[src/hdl/watchdog_pkg.sv]
`default_nettype none
package watchdog_pkg;

  // ---------------------------------------------------------------
  // configuration access ports and indices
  // ---------------------------------------------------------------
  localparam logic [15:0] CFG_INDEX_PORT = 16'h0302; // index write port
  localparam logic [15:0] CFG_DATA_PORT = 16'h0303;  // data port for indexed regs
  localparam logic [15:0] POSTCODE_PORT = 16'h0080;  // post code port
  localparam logic [7:0] IDX_ACTIVATE = 8'h30;
  localparam logic [7:0] IDX_BASE_HIGH = 8'h60;
  localparam logic [7:0] IDX_BASE_LOW = 8'h61;
  localparam logic [7:0] IDX_INT_SELECT = 8'h70;
  localparam logic [7:0] IDX_RESTART_EN = 8'hf1;
  localparam logic [7:0] IDX_W1_BASE_LOW = 8'hf2;
  localparam logic [7:0] IDX_W1_BASE_HIGH = 8'hf3;
  localparam logic [7:0] IDX_W2_BASE_LOW = 8'hf4;
  localparam logic [7:0] IDX_W2_BASE_HIGH = 8'hf5;
  localparam logic [7:0] IDX_WINDOW_MASKS = 8'hf6;

  // ---------------------------------------------------------------
  // runtime register offsets from the i/o base
  // ---------------------------------------------------------------
  localparam logic [2:0] OFS_COUNT_LOW = 3'h0;
  localparam logic [2:0] OFS_COUNT_MID = 3'h1;
  localparam logic [2:0] OFS_COUNT_HIGH = 3'h2;
  localparam logic [2:0] OFS_START_LOW = 3'h3;
  localparam logic [2:0] OFS_START_MID = 3'h4;
  localparam logic [2:0] OFS_START_HIGH = 3'h5;
  localparam logic [2:0] OFS_STATUS = 3'h6;
  localparam logic [2:0] OFS_CONTROL = 3'h7;

  // ---------------------------------------------------------------
  // field positions
  // ---------------------------------------------------------------
  localparam int STAT_TIMEOUT_BIT = 0;
  localparam int STAT_SMI_BIT = 1;
  localparam int STAT_SECOND_BIT = 2;
  localparam int CTRL_PERMIT_BIT = 0;
  localparam int CTRL_COUNT_EN_BIT = 1;
  localparam int REN_W1_READ_BIT = 0;
  localparam int REN_W1_WRITE_BIT = 1;
  localparam int REN_W2_READ_BIT = 2;
  localparam int REN_W2_WRITE_BIT = 3;
  localparam int REN_POSTCODE_BIT = 4;

  // ---------------------------------------------------------------
  // values after reset and interrupt codes
  // ---------------------------------------------------------------
  localparam logic [23:0] START_COUNT_RST = 24'h004000;
  localparam logic [7:0] CONTROL_RST = 8'h03;
  localparam logic [7:0] WINDOW_MASKS_RST = 8'hff;
  localparam logic [7:0] BYTE_RST = 8'h00;
  localparam logic [3:0] INT_SEL_OFF = 4'h0;
  localparam logic [3:0] INT_SEL_SMI = 4'h2;

  // ---------------------------------------------------------------
  // timing: one count step per tick
  // ---------------------------------------------------------------
  localparam int CLK_PERIOD_NS = 8;
  localparam int TICK_PERIOD_NS = 1000;
  localparam int TICK_CYCLES = (TICK_PERIOD_NS / CLK_PERIOD_NS < 1) ? 1 : TICK_PERIOD_NS / CLK_PERIOD_NS;

  // one host i/o cycle, held for a single clock
  typedef struct packed {
    logic [15:0] addr; // i/o address
    logic wr;          // write strobe
    logic rd;          // read strobe
    logic [7:0] wdata; // write data
  } io_req_s;

endpackage : watchdog_pkg
`default_nettype wire

[src/hdl/watchdog_helpers.sv]
`default_nettype none
// ---------------------------------------------------------------
// restart window compare
// ---------------------------------------------------------------
module io_window_match
  import watchdog_pkg::*;
(
  input wire io_req_s req_in,        // host i/o cycle
  input wire logic [15:0] base_in,   // window base
  input wire logic [3:0] mask_in,    // low address bits ignored
  input wire logic rd_en_in,         // reads restart
  input wire logic wr_en_in,         // writes restart
  output logic hit_out               // enabled access hit the window
);
  logic [15:0] care;  // address bits that must match
  logic match;        // address inside the window
  assign care = ~{12'h000, mask_in};
  assign match = ((req_in.addr ^ base_in) & care) == 16'h0000;
  assign hit_out = match && ((req_in.rd && rd_en_in) || (req_in.wr && wr_en_in));
endmodule : io_window_match

// ---------------------------------------------------------------
// count step divider
// ---------------------------------------------------------------
module tick_divider
  import watchdog_pkg::*;
(
  input wire logic core_clk_in, // core clock
  input wire logic rst_in,      // sync reset, high
  output logic tick_out         // one-cycle step pulse
);
  localparam logic [15:0] LAST = 16'(TICK_CYCLES - 1);
  logic [15:0] div_r; // cycles since last tick
  // free-running so the step rate never depends on software
  always_ff @(posedge core_clk_in) begin
    if (rst_in || div_r == LAST) begin
      div_r <= 16'h0000;
    end else begin
      div_r <= div_r + 16'h0001;
    end
  end
  assign tick_out = (div_r == LAST);
endmodule : tick_divider
`default_nettype wire

[src/hdl/watchdog_unit.sv]
// Operation
// RL1 - window one base at f2h/f3h
// RL2 - window two base at f4h/f5h
// RL3 - mask register f6h, window one high
// RL4 - running count bytes at offsets 0-2
// RL5 - starting count bytes at offsets 3-5
// RL6 - timeout flag set at count zero
// RL7 - timeout flag raises selected interrupt
// RL8 - timeout flag cleared by enabled events
// RL9 - second timeout flag, write one clears
// RL10 - smi flag set only when smi selected
// RL11 - control: bit1 counts, bit0 permits reset
// RL12 - restart enables at index f1h
// RL13 - interrupt select routes timeout
// RL14 - reset values of start, status, control
// RL15 - activate bit switches watchdog on
// RL16 - reload count on restart and timeout
// RL17 - second timeout drives board reset
`default_nettype none
module watchdog_unit
  import watchdog_pkg::*;
(
  input wire logic core_clk_in,        // 125 mhz core clock
  input wire logic rst_in,             // sync reset, high
  input wire io_req_s io_req_in,       // host i/o cycle
  output logic [7:0] io_rdata_out,     // read data
  output logic io_rdata_valid_out,     // read data valid pulse
  output logic [15:0] irq_out,         // legacy interrupt lines
  output logic smi_out,                // smi request
  output logic board_reset_out         // board reset request
);

  // ---------------------------------------------------------------
  // state
  // ---------------------------------------------------------------
  logic [7:0] cfg_index_r;     // selected config index
  logic active_r;              // watchdog switched on
  logic [15:0] io_base_r;      // runtime register base
  logic [3:0] int_sel_r;       // interrupt routing code
  logic [4:0] restart_en_r;    // restart event enables
  logic [15:0] w1_base_r;      // first_window_base
  logic [15:0] w2_base_r;      // second_window_base
  logic [7:0] masks_r;         // first/second_window_mask
  logic [23:0] count_r;        // running count
  logic [23:0] start_r;        // starting count
  logic timeout_flag_r;        // timeout_flag
  logic smi_timeout_flag_r;    // smi_timeout_flag
  logic second_timeout_flag_r; // second_timeout_flag
  logic count_enable_r;        // count_enable
  logic board_reset_permit_r;  // board_reset_permit

  // ---------------------------------------------------------------
  // decode
  // ---------------------------------------------------------------
  // runtime register hit at one offset
  function automatic logic rt_hit(input logic [15:0] addr, input logic [15:0] base,
                                  input logic act, input logic [2:0] ofs);
    rt_hit = act && (addr[15:3] == base[15:3]) && (addr[2:0] == ofs);
  endfunction : rt_hit

  // replace one byte of a 24-bit value
  function automatic logic [23:0] put_byte(input logic [23:0] val, input logic [1:0] sel,
                                           input logic [7:0] data);
    logic [23:0] res;
    res = val;
    case (sel)
      2'h0: res[7:0] = data;
      2'h1: res[15:8] = data;
      default: res[23:16] = data;
    endcase
    put_byte = res;
  endfunction : put_byte

  logic tick;          // count step enable
  logic cfg_data_wr;   // write to indexed config reg
  logic w1_hit;        // first window restart access
  logic w2_hit;        // second window restart access
  logic post_hit;      // post code restart write
  logic restart_evt;   // any enabled restart
  logic timeout_evt;   // count reaches zero
  logic status_wr;     // status register write
  logic count_wr;      // running count byte write
  logic [1:0] count_sel; // which count byte
  logic [15:0] irq_nxt;  // routed interrupt lines

  assign cfg_data_wr = io_req_in.wr && (io_req_in.addr == CFG_DATA_PORT);
  assign status_wr = io_req_in.wr && rt_hit(io_req_in.addr, io_base_r, active_r, OFS_STATUS);
  assign count_wr = io_req_in.wr && active_r && (io_req_in.addr[15:3] == io_base_r[15:3])
                    && (io_req_in.addr[2:0] <= OFS_COUNT_HIGH); // RL4
  assign count_sel = io_req_in.addr[1:0];

  tick_divider u_tick (
    .core_clk_in(core_clk_in),
    .rst_in(rst_in),
    .tick_out(tick)
  );

  // ---------------------------------------------------------------
  // restart sources
  // ---------------------------------------------------------------
  io_window_match u_w1 (
    .req_in(io_req_in),
    .base_in(w1_base_r),
    .mask_in(masks_r[7:4]),
    .rd_en_in(restart_en_r[REN_W1_READ_BIT]),
    .wr_en_in(restart_en_r[REN_W1_WRITE_BIT]),
    .hit_out(w1_hit)
  );
  io_window_match u_w2 (
    .req_in(io_req_in),
    .base_in(w2_base_r),
    .mask_in(masks_r[3:0]),
    .rd_en_in(restart_en_r[REN_W2_READ_BIT]),
    .wr_en_in(restart_en_r[REN_W2_WRITE_BIT]),
    .hit_out(w2_hit)
  );
  // RL12: each source counts only while its enable is set
  assign post_hit = io_req_in.wr && (io_req_in.addr == POSTCODE_PORT)
                    && restart_en_r[REN_POSTCODE_BIT]; // RL12
  assign restart_evt = active_r && (w1_hit || w2_hit || post_hit); // RL12 RL15
  // zero is reached on the step that leaves one; a zero start also times out
  assign timeout_evt = active_r && count_enable_r && tick && (count_r <= 24'h000001); // RL6 RL11

  // ---------------------------------------------------------------
  // config index and indexed registers
  // ---------------------------------------------------------------
  // index port is always open so software can reach activate
  always_ff @(posedge core_clk_in) begin
    if (rst_in) begin
      cfg_index_r <= BYTE_RST;
    end else if (io_req_in.wr && io_req_in.addr == CFG_INDEX_PORT) begin
      cfg_index_r <= io_req_in.wdata;
    end
  end

  // indexed configuration writes
  always_ff @(posedge core_clk_in) begin
    if (rst_in) begin
      active_r <= 1'b0;
      io_base_r <= 16'h0000;
      int_sel_r <= INT_SEL_OFF;
      restart_en_r <= 5'h00;
      w1_base_r <= 16'h0000;
      w2_base_r <= 16'h0000;
      masks_r <= WINDOW_MASKS_RST;
    end else if (cfg_data_wr) begin
      case (cfg_index_r)
        IDX_ACTIVATE: active_r <= io_req_in.wdata[0]; // RL15
        IDX_BASE_HIGH: io_base_r[15:8] <= io_req_in.wdata;
        // low three base bits stay zero: eight registers per base
        IDX_BASE_LOW: io_base_r[7:0] <= {io_req_in.wdata[7:3], 3'h0};
        IDX_INT_SELECT: int_sel_r <= io_req_in.wdata[3:0]; // RL13
        IDX_RESTART_EN: restart_en_r <= io_req_in.wdata[4:0]; // RL12
        IDX_W1_BASE_LOW: w1_base_r[7:0] <= io_req_in.wdata; // RL1
        IDX_W1_BASE_HIGH: w1_base_r[15:8] <= io_req_in.wdata; // RL1
        IDX_W2_BASE_LOW: w2_base_r[7:0] <= io_req_in.wdata; // RL2
        IDX_W2_BASE_HIGH: w2_base_r[15:8] <= io_req_in.wdata; // RL2
        IDX_WINDOW_MASKS: masks_r <= io_req_in.wdata; // RL3
        default: ; // unknown index: write dropped
      endcase
    end
  end

  // ---------------------------------------------------------------
  // starting count and control
  // ---------------------------------------------------------------
  always_ff @(posedge core_clk_in) begin
    if (rst_in) begin
      start_r <= START_COUNT_RST; // RL14
      count_enable_r <= CONTROL_RST[CTRL_COUNT_EN_BIT]; // RL14
      board_reset_permit_r <= CONTROL_RST[CTRL_PERMIT_BIT]; // RL14
    end else if (io_req_in.wr && active_r && io_req_in.addr[15:3] == io_base_r[15:3]) begin
      case (io_req_in.addr[2:0])
        OFS_START_LOW: start_r <= put_byte(start_r, 2'h0, io_req_in.wdata); // RL5
        OFS_START_MID: start_r <= put_byte(start_r, 2'h1, io_req_in.wdata); // RL5
        OFS_START_HIGH: start_r <= put_byte(start_r, 2'h2, io_req_in.wdata); // RL5
        OFS_CONTROL: begin
          count_enable_r <= io_req_in.wdata[CTRL_COUNT_EN_BIT]; // RL11
          board_reset_permit_r <= io_req_in.wdata[CTRL_PERMIT_BIT]; // RL11
        end
        default: ; // count and status handled elsewhere
      endcase
    end
  end

  // ---------------------------------------------------------------
  // running count
  // ---------------------------------------------------------------
  // a software byte write beats a reload, which beats a step
  always_ff @(posedge core_clk_in) begin
    if (rst_in) begin
      count_r <= START_COUNT_RST;
    end else if (count_wr) begin
      count_r <= put_byte(count_r, count_sel, io_req_in.wdata); // RL4
    end else if (restart_evt || timeout_evt) begin
      count_r <= start_r; // RL16
    end else if (active_r && count_enable_r && tick) begin
      count_r <= count_r - 24'h000001; // RL11
    end
  end

  // ---------------------------------------------------------------
  // status flags
  // ---------------------------------------------------------------
  // a timeout in the clearing cycle wins, so no timeout is lost
  always_ff @(posedge core_clk_in) begin
    if (rst_in) begin
      timeout_flag_r <= 1'b0; // RL14
    end else if (timeout_evt) begin
      timeout_flag_r <= 1'b1; // RL6
    end else if (restart_evt || (status_wr && io_req_in.wdata[STAT_TIMEOUT_BIT])) begin
      timeout_flag_r <= 1'b0; // RL8
    end
  end

  // smi flag follows the timeout flag's life but only under smi routing
  always_ff @(posedge core_clk_in) begin
    if (rst_in) begin
      smi_timeout_flag_r <= 1'b0;
    end else if (timeout_evt && int_sel_r == INT_SEL_SMI) begin
      smi_timeout_flag_r <= 1'b1; // RL10
    end else if (restart_evt || (status_wr && io_req_in.wdata[STAT_TIMEOUT_BIT])) begin
      smi_timeout_flag_r <= 1'b0;
    end
  end

  // second timeout needs the first still pending and reset permitted
  always_ff @(posedge core_clk_in) begin
    if (rst_in) begin
      second_timeout_flag_r <= 1'b0;
    end else if (timeout_evt && timeout_flag_r && board_reset_permit_r) begin
      second_timeout_flag_r <= 1'b1; // RL9
    end else if (status_wr && io_req_in.wdata[STAT_SECOND_BIT]) begin
      second_timeout_flag_r <= 1'b0; // RL9
    end
  end

  // ---------------------------------------------------------------
  // interrupt routing and board reset
  // ---------------------------------------------------------------
  // codes 0, 8, 13, 14 and 15 leave every line quiet; 2 is smi
  always_comb begin
    irq_nxt = 16'h0000;
    case (int_sel_r)
      4'h0, 4'h2, 4'h8, 4'hd, 4'he, 4'hf: irq_nxt = 16'h0000; // RL13
      default: irq_nxt[int_sel_r] = timeout_flag_r && active_r; // RL7 RL13
    endcase
  end

  // level outputs, registered to keep them glitch free
  always_ff @(posedge core_clk_in) begin
    if (rst_in) begin
      irq_out <= 16'h0000;
      smi_out <= 1'b0;
      board_reset_out <= 1'b0;
    end else begin
      irq_out <= irq_nxt; // RL7
      smi_out <= active_r && smi_timeout_flag_r; // RL7 RL13
      board_reset_out <= second_timeout_flag_r && board_reset_permit_r; // RL17
    end
  end

  // ---------------------------------------------------------------
  // read path
  // ---------------------------------------------------------------
  // enabled window reads restart the count, other reads have no side effects; data one cycle after the strobe
  always_ff @(posedge core_clk_in) begin
    if (rst_in) begin
      io_rdata_out <= BYTE_RST;
      io_rdata_valid_out <= 1'b0;
    end else begin
      io_rdata_valid_out <= io_req_in.rd;
      if (io_req_in.rd && io_req_in.addr == CFG_INDEX_PORT) begin
        io_rdata_out <= cfg_index_r;
      end else if (io_req_in.rd && io_req_in.addr == CFG_DATA_PORT) begin
        case (cfg_index_r)
          IDX_ACTIVATE: io_rdata_out <= {7'h00, active_r};
          IDX_BASE_HIGH: io_rdata_out <= io_base_r[15:8];
          IDX_BASE_LOW: io_rdata_out <= io_base_r[7:0];
          IDX_INT_SELECT: io_rdata_out <= {4'h0, int_sel_r};
          IDX_RESTART_EN: io_rdata_out <= {3'h0, restart_en_r};
          IDX_W1_BASE_LOW: io_rdata_out <= w1_base_r[7:0]; // RL1
          IDX_W1_BASE_HIGH: io_rdata_out <= w1_base_r[15:8]; // RL1
          IDX_W2_BASE_LOW: io_rdata_out <= w2_base_r[7:0]; // RL2
          IDX_W2_BASE_HIGH: io_rdata_out <= w2_base_r[15:8]; // RL2
          IDX_WINDOW_MASKS: io_rdata_out <= masks_r; // RL3
          default: io_rdata_out <= BYTE_RST;
        endcase
      end else if (io_req_in.rd && active_r && io_req_in.addr[15:3] == io_base_r[15:3]) begin
        case (io_req_in.addr[2:0])
          OFS_COUNT_LOW: io_rdata_out <= count_r[7:0]; // RL4
          OFS_COUNT_MID: io_rdata_out <= count_r[15:8]; // RL4
          OFS_COUNT_HIGH: io_rdata_out <= count_r[23:16]; // RL4
          OFS_START_LOW: io_rdata_out <= start_r[7:0]; // RL5
          OFS_START_MID: io_rdata_out <= start_r[15:8]; // RL5
          OFS_START_HIGH: io_rdata_out <= start_r[23:16]; // RL5
          OFS_STATUS: io_rdata_out <= {5'h00, second_timeout_flag_r, smi_timeout_flag_r, timeout_flag_r};
          default: io_rdata_out <= {6'h00, count_enable_r, board_reset_permit_r};
        endcase
      end else if (io_req_in.rd) begin
        io_rdata_out <= BYTE_RST; // unmapped read gives zero
      end
    end
  end
endmodule : watchdog_unit
`default_nettype wire

[config.mk]
export PLATFORM = sky130hd
export DESIGN_NAME = watchdog_unit
export DESIGN_NICKNAME = d
export VERILOG_FILES = /design/src/hdl/watchdog_pkg.sv /design/src/hdl/watchdog_helpers.sv /design/src/hdl/watchdog_unit.sv
export SDC_FILE = /design/constraint.sdc
export NUM_CORES = 1
export LEC_CHECK = 0
export BUFFER_PORTS_ARGS = -buffer_cell sky130_fd_sc_hd__buf_2
export CAP_MARGIN = 20
export CORE_MARGIN = 3
export CORE_UTILIZATION = 62
export CTS_CLUSTER_DIAMETER = 80
export DETAILED_ROUTE_END_ITERATION = 8
export PLACE_DENSITY = 0.81
export SETUP_SLACK_MARGIN = 0.02
export SYNTH_ARGS = -nofsm -noshare
export SYNTH_HDL_FRONTEND = slang
export SYNTH_SLANG_ARGS = --single-unit
[constraint.sdc]
create_clock -name core_clk_in -period 2.6 [get_ports core_clk_in]
set_input_delay 0.26 -clock core_clk_in [delete_from_list [all_inputs] [get_ports core_clk_in]]
set_output_delay 0.26 -clock core_clk_in [all_outputs]
set_load 0.005 [all_outputs]
==> flow_metrics.env, run 1 <==
export IMPL_status="complete, no violations"
export IMPL_die_area_sq_um=16800
export IMPL_synth_area_top_cells="dfxtp_1 35%, mux2i_1 7.5%, nand2_1 7.5%"
export IMPL_ios=55
export IMPL_power_density_nw_per_um2=484.9
export IMPL_grt_pass1_vias=8818
export IMPL_wl_per_cell_microns=21.62
export IMPL_crit_required_ps=2920
export IMPL_drv_slew=0
export IMPL_cts_hold_fix_buffers=0
export IMPL_crit_path_start="io_base_r[12]"
export IMPL_setup_ws_ps=73.47
export IMPL_place_congestion=1.055
export IMPL_vias_per_cell=6.496
export IMPL_nFillCells=1144
export IMPL_end_kind="register"
export IMPL_synth_distinct_cells=84
export IMPL_tightest_slew_ps=657.2
export IMPL_switching_power_w=0.001368
export IMPL_cts_buffers=17
export IMPL_fp_dieW_microns=129.6
export IMPL_fin_total_pwr_w=0.005408
export IMPL_crit_fanout=7
export IMPL_power_frac_comb_pct=5.9
export IMPL_drt_pass1_iterations=9
export IMPL_clk_latency_ps=430
export IMPL_post_route_min_period_ps=2527
export IMPL_cts_tree="done"
export IMPL_yosys_warnings=0
export IMPL_async_flop_share_pct=0
export IMPL_hpwl_microns=22990
export IMPL_fin_nets=1316
export IMPL_h_tree_depth=4
export IMPL_cts_buffer_depth=2
export IMPL_drc=0
export IMPL_post_place_ws_ps=34.15
export IMPL_leakage_nw=4.385
export IMPL_vdd_ir_drop_max_mv=0.4558
export IMPL_vias=9621
export IMPL_grt_first_pass_wirelength_microns=48810
export IMPL_switching_share_pct=25.29
export IMPL_synthTopCellsByCount="189 x nand2_1, 167 x dfxtp_1, 104 x nor2_1, 92 x a21oi_1, 71 x mux2i_1"
export IMPL_diodes=0
export IMPL_setup_violations=0
export IMPL_drive_above_1_share_pct=18.35
export IMPL_rsz0062_at_grt="yes"
export IMPL_synth_flop_cell="dfxtp_1"
export IMPL_utilization_pct=75.59
export IMPL_fmax_mhz=395.8
export IMPL_clk_pin_slew_worst_paths_ps=70
export IMPL_placement_rows=44
export IMPL_worstSetupStartpointType="register"
export IMPL_worstPathArrival_ps=2850
export IMPL_grt_max_degree=62
export IMPL_clock_skew_ps=10.79
export IMPL_syn_inst=1187
export IMPL_syn_avg_cell_area_sq_um=7.979
export IMPL_core_sq_um=14750
export IMPL_relSlewSlack_pct=56.19
export IMPL_die_y_microns=129.6
export IMPL_synth_seq_area_share_pct=35.30
export IMPL_antenna_found_initial=0
export IMPL_p_int_w=0.004040
export IMPL_wl_microns=32020
export IMPL_syn_area_sq_um=9472
export IMPL_area_growth_pct=17.74
export IMPL_rrSetupSlack_ps=70
export IMPL_drv_cap=0
export IMPL_min_path_type="input pin to register"
export IMPL_ant_nets=0
export IMPL_power_frac_clock_pct=46.5
export IMPL_yosys_area_top_type_share_pct=35.30
export IMPL_r2r_start="io_base_r[12]"
export IMPL_drt_iter0_drc=1250
export IMPL_timing_final_crit_share_pct=97.17
export IMPL_path_class="register to register"
export IMPL_yosysTopAreaCell="dfxtp_1"
export IMPL_holdWs_ps=38.62
export IMPL_holdCritStartpoint="rst_in"
export IMPL_cts_root_buf="clkbuf_16"
export IMPL_synth_edff_count=0
export IMPL_port_buffers=54
export IMPL_start_util_pct=64.20
export IMPL_clock_sinks=167
export IMPL_synth_seq_cells=167
export IMPL_synth_most_common_cell="nand2_1"
export IMPL_gr_total_overflow=0
export IMPL_seqPwrFrac_pct=47.6
export IMPL_grt_usage_pct=37.91
export IMPL_hold_viol=0
==> cell families (layout without fill, tap and decap cells) <==
family                     after synthesis  in the layout  share of synthesized area, %
adders and majority gates                4              4                        0.5284
buffers and inverters                  119            224                         5.244
other                                    1              6                       0.03959
DFF                                    167            167                         35.30
xor gates and xnor gates                77             77                         7.120
muxes                                   80             80                         8.573
and+or+nand+nor                        504            504                         26.42
AOI/OAI and AO/OA                      235            235                         16.78
==> per-layer routing <==
metal,GRT usage (%),part of all wire (%)
met5,0,0
met4,14.18,3.4
met3,10.31,12
met2,55.02,42
met1,53.86,42
==> through the flow <==
stage / instances / area, sq um / TNS (ps)
after detailed placement: 1445 / 10420 / 0
after global placement: 1445 / 10420 / 0
after global routing: 1481 / 11150 / -47.12
final: 1481 / 11150 / 0
after CTS: 1477 / 11000 / 0
after floorplan: 1192 / 9490 / 0
==> power groups by stage <==
stage / Sequential [W] / Clock (W) / Combinational (W)
6_report: 0.00257 / 0.00251 / 0.000319
5_1_grt: 0.00257 / 0.00264 / 0.000335
4_1_cts: 0.00257 / 0.00252 / 0.000306
3_5_place_dp: 0.00263 / 0 / 0.000305
3_3_place_gp: 0.00263 / 0 / 0.000304
2_1_floorplan: 0.00263 / 0 / 0.000171
==> layout by cell type (no fill, tap or decap), types with 35 or more instances in the layout <==
cell,count
nand2_1,188
buf_4,93
inv_1,39
mux2i_1,71
xor2_1,42
nor2_1,104
a21oi_1,90
dfxtp_1,166
buf_2,53
xnor2_1,35
nand3_1,42
==> critical path, stage by stage (launching register included) <==
cell and delay (ps):
dfxtp_1 350, xor2_1 180, or4_4 580, or4_4 480
or2_4 260, o22a_4 260, o31a_1 300
==> flip-flops by register name (all words and copies together), names as in the netlist <==
register and count:
w1_base_r 16, masks_r 8, count_r 24, irq_out 16, cfg_index_r 8, board_reset_permit_r 1
count_enable_r 1, start_r 24, io_rdata_out 8, smi_timeout_flag_r 1, active_r 1, restart_en_r 5
io_rdata_valid_out 1, board_reset_out 1, w2_base_r 16, io_base_r 13, second_timeout_flag_r 1, timeout_flag_r 1
smi_out 1, int_sel_r 4, u_tick.div_r 16
==> path summary, 6_finish.rpt <==
check | to | cells past startpoint
max reg2reg | count_r[7] | 6
min reg2reg | io_rdata_out[5] | 2
max | count_r[7] | 6
min | irq_out[3] | 2
==> area by class of cell <==
class                           count  area, sq um  area share [%]
Sequential cell                   167         3344           29.99
Timing Repair Buffer              153         1086           9.739
Tap cell                          184        230.2           2.064
Inverter                           39        146.4           1.313
Multi-Input combinational cell    906         5766           51.70
Clock buffer                       19        442.9           3.972
Clock inverter                     13        136.4           1.223
==> what timing repair did <==
item	in CTS	in global routing
endpoints found under the hold margin	0	0
gates resized for setup	0	27
endpoints found under the setup margin	0	53
setup buffers	0	3
No activity file was read; power rests on OpenSTA's default activity.
==> inputs of run 2 (changes only) <==
CORE_UTILIZATION = 61   (was 62)
PLACE_DENSITY = 0.8   (was 0.81)
SYNTH_HIERARCHICAL = 1   (was not set)
==> run 2 against run 1 <==
Critical endpoint is now count_r[11]. Register-to-register slack hardly changed. Routed wire length is 7.4% lower. Flip-flop and latch count stayed put. Largest power group is now the clock network. Via count is 5.2% lower. Highest routed layer unchanged. Largest cell class unchanged. Synthesized cell count is 9.1% lower. Clock power is 4% higher. Clock skew is 3.2 ps lower. Critical path depth is 4 higher. First-iteration DRC count is 18% higher. Final cell count is 10% lower.
==> flow_metrics.env, run 2 <==
export IMPL_fp_dieW_microns=128.1
export IMPL_reg_top3="count_r: 24 flops, start_r: 24 flops"
export IMPL_cts_tree="done"
export IMPL_post_route_min_period_ps=2527
export IMPL_rsz0062_at_grt="yes"
export IMPL_post_dp_cell_area_sq_um=9758
export IMPL_drt_iter0_drc=1473
export IMPL_r2r_start="w2_base_r[14]"
export IMPL_grt_max_degree=57
export IMPL_synth_distinct_cells=70
export IMPL_seqPwrFrac_pct=46.8
export IMPL_leakage_nw=4.214
export IMPL_holdCritStartpoint="rst_in"
export IMPL_dpl_cell_count=1299
export IMPL_synth_seq_area_share_pct=36.76
export IMPL_syn_inst=1079
export IMPL_relSlewSlack_pct=49.06
export IMPL_worstSetupStartpointType="register"
export IMPL_cp_buffers_inverters=1
export IMPL_holdPathStages=2
export IMPL_clk_pin_slew_worst_paths_ps=70
export IMPL_vias_per_cell=6.843
export IMPL_drc=0
export IMPL_port_buffers=54
export IMPL_end_kind="register"
export IMPL_busiest_layer="met2"
export IMPL_hold_viol=0
export IMPL_fin_nets=1172
export IMPL_ios=55
export IMPL_clock_sinks=167
export IMPL_hpwl_microns=20490
export IMPL_drt_pass1_iterations=8
export IMPL_grt_use_met1_pct=45.71
export IMPL_cp_top_family="compound AO/OA/AOI/OAI gates"
export IMPL_post_cts_buffers=0
export IMPL_rrSetupSlack_ps=70
export IMPL_yosys_warnings=6
export IMPL_r2r_cells=10
export IMPL_power_frac_clock_pct=47.7
export IMPL_crit_fanout=8
export IMPL_synth_most_common_cell="dfxtp_1"
export IMPL_final_common_cell="dfxtp_1"
export IMPL_diodes=0
export IMPL_yosys_area_top_type_share_pct=36.76
export IMPL_place_congestion=1.091
export IMPL_antenna_found_initial=0
export IMPL_start_util_pct=64.02
export IMPL_worstHoldEndpoint="start_r[17]"
export IMPL_gr_total_overflow=0
export IMPL_drive_above_1_share_pct=17.52
export IMPL_cts_root_buf="clkbuf_16"
export IMPL_final_cell_mix="166 x dfxtp_1, 120 x nand2_1, 104 x nor2_1, 83 x mux2i_1, 76 x a21oi_1"
export IMPL_power_frac_comb_pct=5.5
export IMPL_nFillCells=1120
export IMPL_wl_microns=29650
export IMPL_synth_flop_cell="dfxtp_1"
export IMPL_syn_area_sq_um=9094
export IMPL_switching_power_w=0.001378
export IMPL_ant_nets=0
export IMPL_switching_share_pct=25.06
export IMPL_die_y_microns=128.1
export IMPL_core_sq_um=14200
export IMPL_setup_violations=0
export IMPL_synthTopCellsByCount="167 x dfxtp_1, 120 x nand2_1, 104 x nor2_1, 83 x mux2i_1, 77 x a21oi_1"
export IMPL_grtUsageMet2_pct=56.32
export IMPL_tightest_slew_ps=763.1
export IMPL_drv_cap=0
export IMPL_synth_area_top_cells="dfxtp_1 37%, mux2i_1 9.1%, xnor2_1 5.0%"
export IMPL_vias=9122
export IMPL_timing_final_crit_share_pct=97.19
export IMPL_placement_rows=43
export IMPL_timing_rr_end="count_r[11]"
export IMPL_crit_chain="xor2_1, nor4_1, o2111ai_1, nor4_1, o21a_2, a211o_1, or2_2, buf_4, a21oi_1, a311oi_1"
export IMPL_async_flop_share_pct=0
export IMPL_area_growth_pct=15.38
export IMPL_synth_seq_cells=167
export IMPL_fmax_mhz=395.7
export IMPL_clk_latency_ps=440
export IMPL_crit_slowest_cell="dfxtp_1"
export IMPL_vdd_ir_drop_max_mv=0.6345
export IMPL_fin_cells=1333
export IMPL_worstPathArrival_ps=2870
export IMPL_die_area_sq_um=16410
export IMPL_use_met3_pct=9.083
export IMPL_max_stage_delay_ps=350
export IMPL_fin_area_sq_um=10490
export IMPL_cpMostUsedCell="nor4_1"
export IMPL_clock_skew_ps=7.617
export IMPL_grt_usage_pct=36.34
export IMPL_drv_slew=0
export IMPL_cts_buffer_depth=2
export IMPL_syn_avg_cell_area_sq_um=8.428
export IMPL_power_density_nw_per_um2=524.1
export IMPL_min_path_type="input pin to register"
export IMPL_status="complete, no violations"
export IMPL_p_int_w=0.004121
export IMPL_wl_per_cell_microns=22.24
export IMPL_grt_first_pass_wirelength_microns=46480
export IMPL_crit_required_ps=2940
export IMPL_h_tree_depth=4
export IMPL_synth_edff_count=0
export IMPL_grt_pass1_vias=8565
export IMPL_path_class="register to register"
export IMPL_cts_buffers=17
export IMPL_yosysTopAreaCell="dfxtp_1"
==> run 2: per-layer routing <==
layer | share of wire (%) | vias up
met4 | 7.2 | 0
met3 | 12 | 199
met5 | 0 | -
met1 | 37 | 4213
li1 | - | 4018
met2 | 44 | 692
==> run 2: worst max path at each step <==
stage                           startpoint  slack [ps]     endpoint  depth (start not counted)
after floorplan           u_tick/div_r[12]         150  count_r[10]                          9
after CTS                 u_tick/div_r[11]          20  count_r[11]                          7
after global routing         w1_base_r[14]         -60  count_r[19]                          9
final                        w2_base_r[14]          70  count_r[11]                         10
after global placement    u_tick/div_r[11]         110   count_r[8]                          7
after detailed placement  u_tick/div_r[11]           4  count_r[11]                          7
==> run 2: stage by stage <==
stage	util, %	TNS, ps	power (W)	hold WS [ps]	setup WS, ps
after floorplan	-	0	0.002798	407.2	152.8
after global placement	68.70	0	0.002915	443.7	111.6
after detailed placement	68.70	0	0.002919	454.4	4.259
after CTS	73.12	0	0.005503	182.4	15.13
after global routing	73.87	-222.9	0.005654	196.8	-59.44
final	73.87	0	0.005500	200.0	72.98
==> run 2: cell type report <==
cell class                      count  area, sq um  share of cell area, %
Clock buffer                       17        425.4                  4.054
Clock inverter                     15        188.9                  1.801
Inverter                           11        41.29                 0.3935
Multi-Input combinational cell    826         5505                  52.47
Sequential cell                   167         3344                  31.87
Tap cell                          180        225.2                  2.146
Timing Repair Buffer              117        762.0                  7.262
==> run 2: power by group through the flow <==
stage / Clock (W) / Combinational, W / Sequential (W)
finish: 0.00262 / 0.000301 / 0.00258
global route: 0.00276 / 0.000317 / 0.00258
CTS: 0.00264 / 0.000287 / 0.00258
detailed placement: 0 / 0.000285 / 0.00263
global placement: 0 / 0.000281 / 0.00263
floorplan: 0 / 0.000163 / 0.00264
==> run 2: repair_timing <==
action,4_1_cts,5_1_grt
gates cloned,0,2
hold buffers,0,0
setup endpoints to repair,4,26
pin swaps,0,7
gates resized for setup,2,19
==> run 2: logic make-up (layout without fill, tap and decap cells) <==
family          after synthesis  count (layout)  synth area share, %
buf+inv                      93             160                4.210
mux                         100             100                11.86
flops                       167             167                36.76
compound gates              218             218                15.71
xor+xnor                     80              80                7.870
other cells                   1               6              0.04124
simple gates                416             418                22.99
fa+ha+maj                     4               4               0.5504
